===== src/pkg/sas_defs.vh =====
// Constant definitions for the converter sequencer
`ifndef SAS_DEFS_VH
`define SAS_DEFS_VH

// Clock select encodings (3 bits; RC code matches the low 2 bits)
`define SAS_CLK_DIV2       3'h0
`define SAS_CLK_DIV4       3'h4
`define SAS_CLK_DIV8       3'h1
`define SAS_CLK_DIV16      3'h5
`define SAS_CLK_DIV32      3'h2
`define SAS_CLK_DIV64      3'h6
`define SAS_CLK_RC_LOW     2'h3

// Channel select encodings (3 bits)
`define SAS_CH_PIN0        3'h0
`define SAS_CH_PIN1        3'h1
`define SAS_CH_PIN2        3'h2
`define SAS_CH_TEMP        3'h6
`define SAS_CH_FVR         3'h7

// Reset values
`define SAS_RST_CLKSEL     3'h0
`define SAS_RST_CHSEL      3'h0
`define SAS_RST_RESULT     8'h00

// Result width and bit count
`define SAS_RES_W          8
`define SAS_NBITS          4'h8

// Bit-period phases: half period plus one sample period before b7 then eight bit periods ends
`define SAS_BIT_MSB        4'h7

`endif


===== src/design/sas_clk_div.v =====
// Bit-period tick generator: divides the system clock or follows the RC tick
`timescale 1ns/10ps
`default_nettype none
`include "sas_defs.vh"

module sas_clk_div (
  input  wire       ref_clk_in,
  input  wire       resetn_in,
  input  wire       run_in,
  input  wire [2:0] clk_sel_in,
  input  wire       rc_tick_in,
  output wire       half_tick_out,
  output wire       tick_out
);

  // -------------------------------------------------------------------
  // Divide ratio decode
  // -------------------------------------------------------------------
  reg  [5:0] sel_q;
  reg  [5:0] cnt_q;
  reg        half_q;
  wire       is_rc;

  // Half-ratio minus one for a system-clock divide setting
  function [5:0] half_ratio_m1;
    input [2:0] sel;
    begin
      case (sel)
        `SAS_CLK_DIV2:  half_ratio_m1 = 6'h00;
        `SAS_CLK_DIV4:  half_ratio_m1 = 6'h01;
        `SAS_CLK_DIV8:  half_ratio_m1 = 6'h03;
        `SAS_CLK_DIV16: half_ratio_m1 = 6'h07;
        `SAS_CLK_DIV32: half_ratio_m1 = 6'h0f;
        `SAS_CLK_DIV64: half_ratio_m1 = 6'h1f;
        default:        half_ratio_m1 = 6'h00;
      endcase
    end
  endfunction

  assign is_rc = (clk_sel_in[1:0] == `SAS_CLK_RC_LOW);

  // -------------------------------------------------------------------
  // Counter; ratio latched only while idle so a running bit stays even
  // -------------------------------------------------------------------
  always @(posedge ref_clk_in) begin
    if (!resetn_in) begin
      sel_q  <= 6'h00;
      cnt_q  <= 6'h00;
      half_q <= 1'b1;
    end else if (!run_in) begin
      // Phase starts high so the first half of a run already ticks
      sel_q  <= half_ratio_m1(clk_sel_in);
      cnt_q  <= 6'h00;
      half_q <= 1'b1;
    end else if (is_rc) begin
      if (rc_tick_in) begin
        half_q <= ~half_q;
      end
    end else if (cnt_q == sel_q) begin
      cnt_q  <= 6'h00;
      half_q <= ~half_q;
    end else begin
      cnt_q <= cnt_q + 6'h01;
    end
  end

  // Half-period strobe; full tick on every second half
  assign half_tick_out = run_in & (is_rc ? rc_tick_in : (cnt_q == sel_q));
  assign tick_out      = half_tick_out & half_q;

endmodule // sas_clk_div
`default_nettype wire


===== src/design/sas_sequencer.v =====
// Successive-approximation converter sequencer top level
//
// Function
// - Channel field routes one of five sources to the sampler; codes 3..5 route none.
// - Only supply is the upper reference; fixed reference is a channel only.
// - Three-bit clock field picks system divide 2..64 or the RC clock.
// - One bit per period, MSB first, whole conversion 9.5 periods.
// - Divided clocks track system clock frequency proportionally.
// - No conversion runs unless the enable bit is set.
// - Writing go while enabled starts converting the selected channel.
// - Completion clears go, sets the flag, loads the result together.
// - Flag sets on every completion; only a software write or reset clears it.
// - Flag and enable both set request an interrupt and wake from sleep.
// - Clearing go mid-conversion loads partial result, low bits copy last.
// - Reset returns all registers to reset values and ends any conversion.
// - Conversions continue in sleep only on the RC clock.
// - RC clock start is delayed one instruction cycle after go.
// - Sleep conversion without interrupt powers down after, enable kept.
// - Sleep on a system-derived clock aborts and powers down, enable kept.
// - Each eight-bit result is stored in a readable result register.
`timescale 1ns/10ps
`default_nettype none
`include "sas_defs.vh"

module sas_sequencer #(
  parameter        INSTR_CYCLES = 4
) (
  input  wire       ref_clk_in,
  input  wire       resetn_in,
  // Control register image, written by software
  input  wire       ctrl_wr_in,
  input  wire [2:0] conv_clock_select_in,
  input  wire [2:0] channel_select_in,
  input  wire       go_in,
  input  wire       converter_enable_in,
  // Flag register access
  input  wire       flag_clr_in,
  input  wire       conv_complete_irq_enable_in,
  input  wire       sleep_in,
  input  wire       rc_tick_in,
  // Comparator answer for the trial bit
  input  wire       cmp_high_in,
  output reg  [2:0] conv_clock_select_out,
  output reg  [2:0] channel_select_out,
  output wire       go_out,
  output reg        converter_enable_out,
  output reg        conv_complete_flag_out,
  output reg  [7:0] conv_result_reg_out,
  output reg  [4:0] mux_sel_out,
  output wire       vref_supply_out,
  output wire       sample_hold_out,
  output reg  [7:0] dac_trial_out,
  output wire       analog_power_out,
  output wire       irq_out,
  output wire       wake_out
);

  // -------------------------------------------------------------------
  // States
  // -------------------------------------------------------------------
  localparam [1:0] ST_IDLE  = 2'h0;
  localparam [1:0] ST_DELAY = 2'h1;
  localparam [1:0] ST_HALF  = 2'h2;
  localparam [1:0] ST_CONV  = 2'h3;

  reg  [1:0] state_q;
  reg  [3:0] bit_q;
  reg  [7:0] sar_q;
  reg  [7:0] dly_q;
  reg        pwr_down_q;
  wire       half_tick;
  wire       tick;
  wire       run;
  wire       is_rc;
  wire       sw_abort;
  wire       sleep_abort;
  wire       last_bit;
  wire [7:0] trial_bit;
  wire [7:0] resolved;

  // Partial result fill: bits below the last resolved copy that bit
  function [7:0] fill_low;
    input [7:0] val;
    input [3:0] nxt;
    integer     i;
    reg         lastv;
    begin
      fill_low = val;
      lastv    = 1'b0;
      if (nxt != `SAS_BIT_MSB) begin
        lastv = val[nxt[2:0] + 3'h1];
      end
      for (i = 0; i < 8; i = i + 1) begin
        if (i <= nxt) begin
          fill_low[i] = lastv;
        end
      end
    end
  endfunction

  assign is_rc       = (conv_clock_select_out[1:0] == `SAS_CLK_RC_LOW);
  assign run         = (state_q == ST_HALF) || (state_q == ST_CONV);
  assign sw_abort    = ctrl_wr_in && !go_in && (state_q != ST_IDLE);
  assign sleep_abort = sleep_in && !is_rc && (state_q != ST_IDLE);
  assign last_bit    = (bit_q == 4'h0);
  assign trial_bit   = 8'h01 << bit_q[2:0];
  assign resolved    = cmp_high_in ? (sar_q | trial_bit) : sar_q;

  // -------------------------------------------------------------------
  // Bit-period generator
  // -------------------------------------------------------------------
  sas_clk_div u_div (
    .ref_clk_in    (ref_clk_in),
    .resetn_in     (resetn_in),
    .run_in        (run),
    .clk_sel_in    (conv_clock_select_out),
    .rc_tick_in    (rc_tick_in),
    .half_tick_out (half_tick),
    .tick_out      (tick)
  );

  // -------------------------------------------------------------------
  // Control fields; select fields only change while idle
  // -------------------------------------------------------------------
  always @(posedge ref_clk_in) begin
    if (!resetn_in) begin
      conv_clock_select_out <= `SAS_RST_CLKSEL;
      channel_select_out    <= `SAS_RST_CHSEL;
      converter_enable_out  <= 1'b0;
    end else if (ctrl_wr_in) begin
      converter_enable_out <= converter_enable_in;
      if (state_q == ST_IDLE) begin
        conv_clock_select_out <= conv_clock_select_in;
        channel_select_out    <= channel_select_in;
      end
    end
  end

  // -------------------------------------------------------------------
  // Conversion sequencer
  // -------------------------------------------------------------------
  always @(posedge ref_clk_in) begin
    if (!resetn_in) begin
      state_q             <= ST_IDLE;
      bit_q               <= `SAS_BIT_MSB;
      sar_q               <= 8'h00;
      dly_q               <= 8'h00;
      conv_result_reg_out <= `SAS_RST_RESULT;
    end else begin
      case (state_q)
        ST_IDLE: begin
          bit_q <= `SAS_BIT_MSB;
          sar_q <= 8'h00;
          // Go only counts when already enabled before this write
          if (ctrl_wr_in && go_in && converter_enable_out && converter_enable_in) begin
            dly_q   <= is_rc ? INSTR_CYCLES[7:0] : 8'h01;
            state_q <= is_rc ? ST_DELAY : ST_HALF;
          end
        end
        ST_DELAY: begin
          if (sw_abort) begin
            state_q <= ST_IDLE;
          end else if (dly_q <= 8'h01) begin
            dly_q   <= 8'h01;
            state_q <= ST_HALF;
          end else begin
            dly_q <= dly_q - 8'h01;
          end
        end
        ST_HALF: begin
          // Half period plus one sample period before b7: 9.5 in all
          if (sw_abort || sleep_abort) begin
            conv_result_reg_out <= 8'h00;
            state_q             <= ST_IDLE;
          end else if (tick && dly_q != 8'h00) begin
            dly_q <= 8'h00;
          end else if (tick) begin
            state_q <= ST_CONV;
          end
        end
        ST_CONV: begin
          if (sw_abort || sleep_abort) begin
            conv_result_reg_out <= fill_low(sar_q, bit_q);
            state_q             <= ST_IDLE;
          end else if (tick) begin
            sar_q <= resolved;
            if (last_bit) begin
              conv_result_reg_out <= resolved;
              state_q             <= ST_IDLE;
            end else begin
              bit_q <= bit_q - 4'h1;
            end
          end
        end
        default: begin
          state_q <= ST_IDLE;
        end
      endcase
      // A write turning the enable off stops the run at once
      if (!converter_enable_out || (ctrl_wr_in && !converter_enable_in)) begin
        state_q <= ST_IDLE;
      end
    end
  end

  // -------------------------------------------------------------------
  // Completion flag: set wins over a same-cycle clear
  // -------------------------------------------------------------------
  always @(posedge ref_clk_in) begin
    if (!resetn_in) begin
      conv_complete_flag_out <= 1'b0;
    end else if (state_q == ST_CONV && tick && last_bit && !sw_abort && !sleep_abort) begin
      conv_complete_flag_out <= 1'b1;
    end else if (flag_clr_in) begin
      conv_complete_flag_out <= 1'b0;
    end
  end

  // -------------------------------------------------------------------
  // Analog power-down in sleep, enable bit left untouched
  // -------------------------------------------------------------------
  always @(posedge ref_clk_in) begin
    if (!resetn_in) begin
      pwr_down_q <= 1'b0;
    end else if (!sleep_in) begin
      pwr_down_q <= 1'b0;
    end else if (sleep_abort) begin
      pwr_down_q <= 1'b1;
    end else if (state_q == ST_IDLE && !conv_complete_irq_enable_in) begin
      pwr_down_q <= 1'b1;
    end else if (!is_rc && state_q == ST_IDLE) begin
      pwr_down_q <= 1'b1;
    end
  end

  // -------------------------------------------------------------------
  // Analog front end drive
  // -------------------------------------------------------------------
  always @* begin
    case (channel_select_out)
      `SAS_CH_PIN0: mux_sel_out = 5'h01;
      `SAS_CH_PIN1: mux_sel_out = 5'h02;
      `SAS_CH_PIN2: mux_sel_out = 5'h04;
      `SAS_CH_TEMP: mux_sel_out = 5'h08;
      `SAS_CH_FVR:  mux_sel_out = 5'h10;
      default:      mux_sel_out = 5'h00;                   // Reserved codes
    endcase
  end

  always @(posedge ref_clk_in) begin
    if (!resetn_in) begin
      dac_trial_out <= 8'h00;
    end else begin
      dac_trial_out <= (state_q == ST_CONV) ? (sar_q | trial_bit) : 8'h00;
    end
  end

  assign vref_supply_out  = 1'b1;
  assign sample_hold_out  = !run;                          // Track while idle
  assign analog_power_out = converter_enable_out & !pwr_down_q;
  assign go_out           = (state_q != ST_IDLE);
  assign irq_out          = conv_complete_flag_out & conv_complete_irq_enable_in;
  assign wake_out         = irq_out & sleep_in;

endmodule // sas_sequencer
`default_nettype wire


===== config.mk =====
export PLATFORM = sky130hd
export DESIGN_NAME = sas_sequencer
export DESIGN_NICKNAME = d
export VERILOG_FILES = /design/src/design/sas_clk_div.v /design/src/design/sas_sequencer.v
export VERILOG_INCLUDE_DIRS = /design/src /design/src/pkg
export SDC_FILE = /design/constraint.sdc
export NUM_CORES = 1
export LEC_CHECK = 0
export BUFFER_PORTS_ARGS = -buffer_cell sky130_fd_sc_hd__buf_4
export CORE_ASPECT_RATIO = 1.4
export CORE_UTILIZATION = 45
export CTS_BUF_LIST = sky130_fd_sc_hd__clkbuf_8 sky130_fd_sc_hd__clkbuf_16
export DETAILED_ROUTE_END_ITERATION = 10
export PLACE_DENSITY = 0.67
export REMOVE_ABC_BUFFERS = 1
export SKIP_LAST_GASP = 1
export SLEW_MARGIN = 20
export SYNTH_ARGS = -nofsm -noshare
export SYNTH_HDL_FRONTEND = slang
export SYNTH_SLANG_ARGS = --single-unit

===== constraint.sdc =====
create_clock -name ref_clk_in -period 5.3 [get_ports ref_clk_in]
set_input_delay 0.265 -clock ref_clk_in [delete_from_list [all_inputs] [get_ports ref_clk_in]]
set_output_delay 0.265 -clock ref_clk_in [all_outputs]
set_load 0.01 [all_outputs]

* Word-level counts from Yosys, hierarchy flattened *
Cells that the tools add are included.

storage, ports and cells
  bits in registers = 60
  latch bits = 0
  RAM bits = 0
  ROM bits = 0
  input bits = 16
  output and inout bits = 35
  memories = 0

cells by class
  add/sub/neg operators = 4
  $mul = 0
  div/mod/pow operators = 0
  order comparisons = 9
  equality and inequality tests = 29
  shifts and indexed selects = 1
  muxes and demuxes = 53
  bitwise operators = 8
  reduce and logical (&&, ||, !) cells = 49

operators by type and width
  operator                                                               number
  8-bit two-way mux                                                      12
  5-bit case mux with 5 select lines                                     2
  8-bit case mux with 2 select lines                                     2
  8-bit case mux with 3 select lines                                     1
  2-bit two-way mux                                                      10
  1-bit two-way mux                                                      18
  3-bit by 4-bit <= comparator with 1-bit output, first input constant   4
  3-bit equality test, second input constant                             5
  1-bit logical AND                                                      15
  2-bit != test, second input constant                                   7
  4-bit two-way mux                                                      3
  3-bit != test, second input constant                                   4
  2-bit AND reduction                                                    5
  2-bit nonzero test                                                     5
  1-bit zero test                                                        9
  2-bit by 4-bit <= comparator with 1-bit output, first input constant   2
  8-bit by 1-bit <= comparator with 1-bit output, second input constant  1
  8-bit bitwise OR                                                       1
  2-bit case mux with 4 select lines                                     1
  4-bit case mux with 2 select lines                                     1
  4-bit AND reduction                                                    2
  8-bit nonzero test                                                     1
  1-bit by 3-bit left shift with 8-bit output, first input constant      1
  8-bit by 1-bit subtractor with 8-bit output, second input constant     1
  27 further kinds                                                       40

* Longest topological paths before layout *
  word-level depth = 9
  gate-level depth with buffers = 9
  gate-level depth less buffers = 7

* Modules after synthesis *
Synthesis repeated with hierarchy kept, for this count alone.

second synthesis, totals
  cells, all modules = 405
  area, all modules = 3285.7 µm²

modules (own cells, without submodules)
  module         times used  cells each  area an instance (µm²)
  sas_sequencer  1           330         2662.6
  sas_clk_div    1           75          623.1

* Worst setup path after synthesis *
OpenSTA, ideal clock, no wires.

  path type = reg2reg
  start point = register bit_q[0]
  end point = register conv_result_reg_out[1]
  setup time = 0.117 ns
  arrival time = 2.149 ns
  data required time = 5.183 ns
  path slack = 3.034 ns
  stages on the path, launching flop included = 9
  period minus slack after synthesis = 2.266 ns
  cells stage by stage = dfxtp_1 > buf_2 > inv_2 > ha_1 > mux4_2 > o2bb2ai_1 > nand3b_2 > o221ai_1 > a32o_1

between the ends
  word-level cells in the longest chain between the ends = 7

ends and longest elaborated chain
  item                                                                                                   RTL line                                 source
  start, declared                                                                                        sas_sequencer.v:67                       reg [3:0] bit_q;
  start signal, assigned                                                                                 sas_sequencer.v:145                      bit_q <= `SAS_BIT_MSB;
  start signal, assigned                                                                                 sas_sequencer.v:152                      bit_q <= `SAS_BIT_MSB;
  start signal, assigned                                                                                 sas_sequencer.v:191                      bit_q <= bit_q - 4'h1;
  3-bit by 1-bit adder with 3-bit output or 1-bit by 3-bit left shift with 8-bit output (tied branches)  sas_sequencer.v:91, sas_sequencer.v:106
  1-bit binary-select mux with 3-bit select or 8-bit bitwise OR (tied branches)                          sas_sequencer.v:91, sas_sequencer.v:107
  1-bit two-way mux (not written as such) or 8-bit two-way mux (tied branches)                           sas_sequencer.v:91, sas_sequencer.v:107
  1-bit two-way mux or 8-bit two-way mux (tied branches)                                                 sas_sequencer.v:90, sas_sequencer.v:187
  1-bit two-way mux or 8-bit two-way mux (tied branches)                                                 sas_sequencer.v:94, sas_sequencer.v:185
  8-bit two-way mux                                                                                      sas_sequencer.v:182                      if (sw_abort || sleep_abort) begin
  8-bit case mux with 2 select lines                                                                     sas_sequencer.v:150                      case (state_q)
  end signal, assigned                                                                                   sas_sequencer.v:148                      conv_result_reg_out <= `SAS_RST_RESULT;
  end signal, assigned                                                                                   sas_sequencer.v:183                      conv_result_reg_out <= fill_low(sar_q, bit_q);
  end signal, assigned                                                                                   sas_sequencer.v:188                      conv_result_reg_out <= resolved;
  end, declared                                                                                          sas_sequencer.v:48                       output reg [7:0] conv_result_reg_out,

Parallel ways exist; a longest one is shown, timed or not. The select of a mux whose other input is x is not followed.
A chain may end at the register's enable or synchronous reset.

* Worst setup path in the final report *
  start point = register state_q[0]
  end point = register dly_q[3]

between the ends
  word-level cells in the longest chain between the ends = 7

ends and longest elaborated chain
  item                                                RTL line                                  source
  start, declared                                     sas_sequencer.v:66                        reg [1:0] state_q;
  start signal, assigned                              sas_sequencer.v:157                       state_q <= is_rc ? ST_DELAY : ST_HALF;
  2-bit equality test (on tied branches)              sas_sequencer.v:102, sas_sequencer.v:150
  1-bit logical OR                                    sas_sequencer.v:102                       assign run = (state_q == ST_HALF) || (state_q == ST_CONV);
  1-bit AND                                           sas_clk_div.v:68                          assign half_tick_out = run_in & (is_rc ? rc_tick_in : (cnt_q == sel_q));
  1-bit AND                                           sas_clk_div.v:69                          assign tick_out = half_tick_out & half_q;
  1-bit logical AND                                   sas_sequencer.v:175                       end else if (tick && dly_q != 8'h00) begin
  2-bit by 1-bit != test with 1-bit output (no line)  -
  5-bit AND reduction (no line)                       -
  end signal, assigned                                sas_sequencer.v:156                       dly_q <= is_rc ? INSTR_CYCLES[7:0] : 8'h01;
  end signal, assigned                                sas_sequencer.v:167                       dly_q <= dly_q - 8'h01;
  end, declared                                       sas_sequencer.v:69                        reg [7:0] dly_q;

Parallel ways exist; a longest one is shown, timed or not.

==> metrics.cfg <==
[outcome]
status=finished clean

[cts]
numCtsBuffers=9
post_cts_resized=0
cts.htree.levels=3
insertion_delay_ns=0.36
cts_setup_buffers=0
cts_num_sinks=59
tritoncts=done
clock-root-buffer=clkbuf_8
hold_buffers=0
clockBufferDepth=2
cts.clk_slew.worst_paths_ns=0.08

[power]
p_per_area_nw_per_um2=235
leakage_nw=1.64
comb_power_share_pct=7.6
switchingPower_mw=0.251
clkPwrFrac_pct=44.4
swShare_pct=26.5
seqPwrFrac_pct=48.0
intPower_mw=0.696
ir_drop_uv=153

[setup_path]
critPathRequiredTime_ns=5.56
slowest_delay_ns=0.81
crit_path_cell_trace=inv_1 > ha_1 > a21o_1 > a221oi_2 > and2_4 > a32oi_2 > o41ai_1
critPathKind=register to register
cpMaxStageDelayCell=a221oi_2
critPathLaunchType=register
cp-end-kind=register
critical_path_arrival_ns=3.11
regToRegSetupSlack_ns=2.44
critical_path.max_fanout=16

[logic_synthesis]
synth_area_um2=3430
synth_cell_types=71
ys_seq_area_share_pct=34.4
syn_avg_cell_area_um2=8.72
synth_top_cell_area_share_pct=34.4
synth_cells=394
yosysTopAreaCell=dfxtp_1
yosys_warnings=0
yosys-top-cells-area=dfxtp_1 (34%), ha_1 (5.8%), nor2_1 (3.9%), mux2i_1 (3.5%), nand2_1 (3.5%)
synth_edf_count=0
synthArstFlopShare_pct=0
synth-seq-cells=59
synth_ff_type=dfxtp_1

[cells_and_area]
n_antenna_cell=0
post_layout_nonfiller_instances=534
fill_cells=711
drive_gt1_share_pct=20.8
areaGrowthSynthToFinish_pct=17.1
layout.nets=464

[grt]
grt_usage_pct=24.0
grt_first_pass_wirelength_mm=14.3
grt_max_degree=22
overflow=0
antenna_found_initial=0
grt_pass1_vias=3013

[floorplan]
die_y_um=105
floorplan.die.width_um=75.8
core-area_um2=7360
io_pins=51
dieArea_um2=7990
start_util_pct=46.7
num_rows=37

[sta]
final.setup.tns_ns=0
finClkSkew_ns=0.0116
finalCriticalPeriod_ns=2.86
holdWs_ns=0.158
setup_viol=0
period_share_pct=53.9
rsz0062_at_grt=no
relSlewSlack_pct=35.1
tightest_slew_ns=0.973
fmax_mhz=350
drv_slew=0
hold_viol=0

[route]
avgRoutedWirePerCell_um=16.6
vias=3190
first_pass_iters=4
drcViolationCount=0
drtIter0Drc=189
wl_mm=8.87
routed_via_density=5.97
antenna_left=0

[placement]
hpwlAfterDp_mm=6.19
gp_congestion=0.905
dp_cells=518
io_buffers=49

[min_path]
hold_class=input port to register

[flow_run]
maxCapViolCount=0

[metal layers]
layer,share of wire [%],global-route usage (%),up-vias,wire [µm]
li1,-,-,1543,-
met1,41,26.7,1513,3610
met2,51,40.1,107,4490
met3,4.7,4.11,27,413
met4,4.0,15.7,0,357
met5,0,0,-,0
[synth_stat cells, types with 3 or more instances]
library cell  instances
dfxtp_1              59
nand3_1              15
mux2i_1              12
clkbuf_1             11
nor3_1               11
nor2_1               36
o31ai_1               6
a22o_1               13
o21ai_1               3
and2_1                5
nand2b_1              3
ha_1                 16
nand4_1               3
buf_2                 9
inv_1                16
nor2b_1               6
o2111ai_1            10
a211oi_1              4
xor2_1                7
o211ai_1              8
nand2_1              32
nor3b_1               4
and3_1                5
a32o_1                3
o21ai_0              11
a31oi_1               9
a21oi_1              21
or2_2                 3
[sequential cells by signal, summed over array words and instances (netlist names), 2 cells and up]
signal                 count
conv_clock_select_out      3
u_div.sel_q                5
u_div.cnt_q                6
bit_q                      4
conv_result_reg_out        8
state_q                    2
channel_select_out         3
sar_q                      8
dly_q                      8
dac_trial_out              8
[per-stage QoR]
stage	worst slack, ns	area (µm²)	power (mW)	utilization [%]
final	2.44	4020	0.947	54.6
after CTS	2.52	4020	0.958	54.6
after detailed placement	2.56	3820	0.537	51.9
after global placement	2.67	3820	0.536	51.9
after floorplan	2.68	3330	0.503	-
after global routing	2.18	4020	0.983	54.6
[cells by family (layout without fill, tap and decap cells)]
logic type / after synthesis / in the layout / synth area share, %
flops: 59 / 59 / 34.4
other cells: 1 / 1 / 0.109
buf+inv: 41 / 84 / 5.14
compound gates: 113 / 113 / 25.9
mux: 13 / 13 / 4.15
fa+ha+maj: 16 / 16 / 5.83
xor+xnor: 8 / 8 / 2.04
simple gates: 143 / 143 / 22.4
[layout make-up]
| class | instances | area, µm² | share of cell area (%) |
|---|---|---|---|
| repair buffers | 50 | 375 | 9.33 |
| well taps | 97 | 121 | 3.02 |
| flip-flops and latches | 59 | 1180 | 29.4 |
| clock buffers | 9 | 124 | 3.08 |
| multi-input cells | 294 | 2080 | 51.6 |
| inverters | 18 | 67.6 | 1.68 |
| clock inverters | 7 | 76.3 | 1.90 |
[power groups by stage]
stage	logic, mW	clock network [mW]	registers (mW)
after floorplan	0.0385	0	0.465
after global placement	0.0717	0	0.465
after detailed placement	0.0723	0	0.465
after CTS	0.0725	0.431	0.455
after global routing	0.0790	0.448	0.455
final	0.0718	0.420	0.455
[critical path, delay by kind of cell, from the launching register on]
| family | cells | cell delay (ns) |
|---|---|---|
| buf+inv | 1 | 0.09 |
| fa+ha+maj | 1 | 0.40 |
| simple gates | 1 | 0.29 |
| flops | 1 | 0.41 |
| compound gates | 4 | 1.57 |
[final timing paths]
check                                                          from                             endpoint  depth (start not counted)
worst max-delay path                        state_q[0]$_SDFFE_PP0P_                dly_q[3]$_SDFFE_PN0P_                          7
worst min-delay path                                    flag_clr_in  conv_complete_flag_out$_SDFFE_PN0P_                          3
worst max register to register              state_q[0]$_SDFFE_PP0P_                dly_q[3]$_SDFFE_PN0P_                          7
worst min register to register  conv_result_reg_out[7]$_SDFFE_PN0P_  conv_result_reg_out[7]$_SDFFE_PN0P_                          1
[cells in the final DEF, fill, tap and decap left out, drive strengths merged, types with 7 or more instances in the layout]
cell type | synthesis | routed
a31oi | 10 | 10
a22o | 13 | 13
mux2i | 12 | 12
xor2 | 7 | 7
nor2 | 37 | 37
nand2 | 33 | 33
ha | 16 | 16
nor3 | 13 | 13
clkbuf | 11 | 9
o2111ai | 10 | 10
inv | 17 | 18
a21oi | 21 | 21
dfxtp | 59 | 59
o21ai | 14 | 14
nand3 | 15 | 15
o211ai | 8 | 8
buf | 12 | 50
Note: power is estimated with default switching activity, not from simulation.
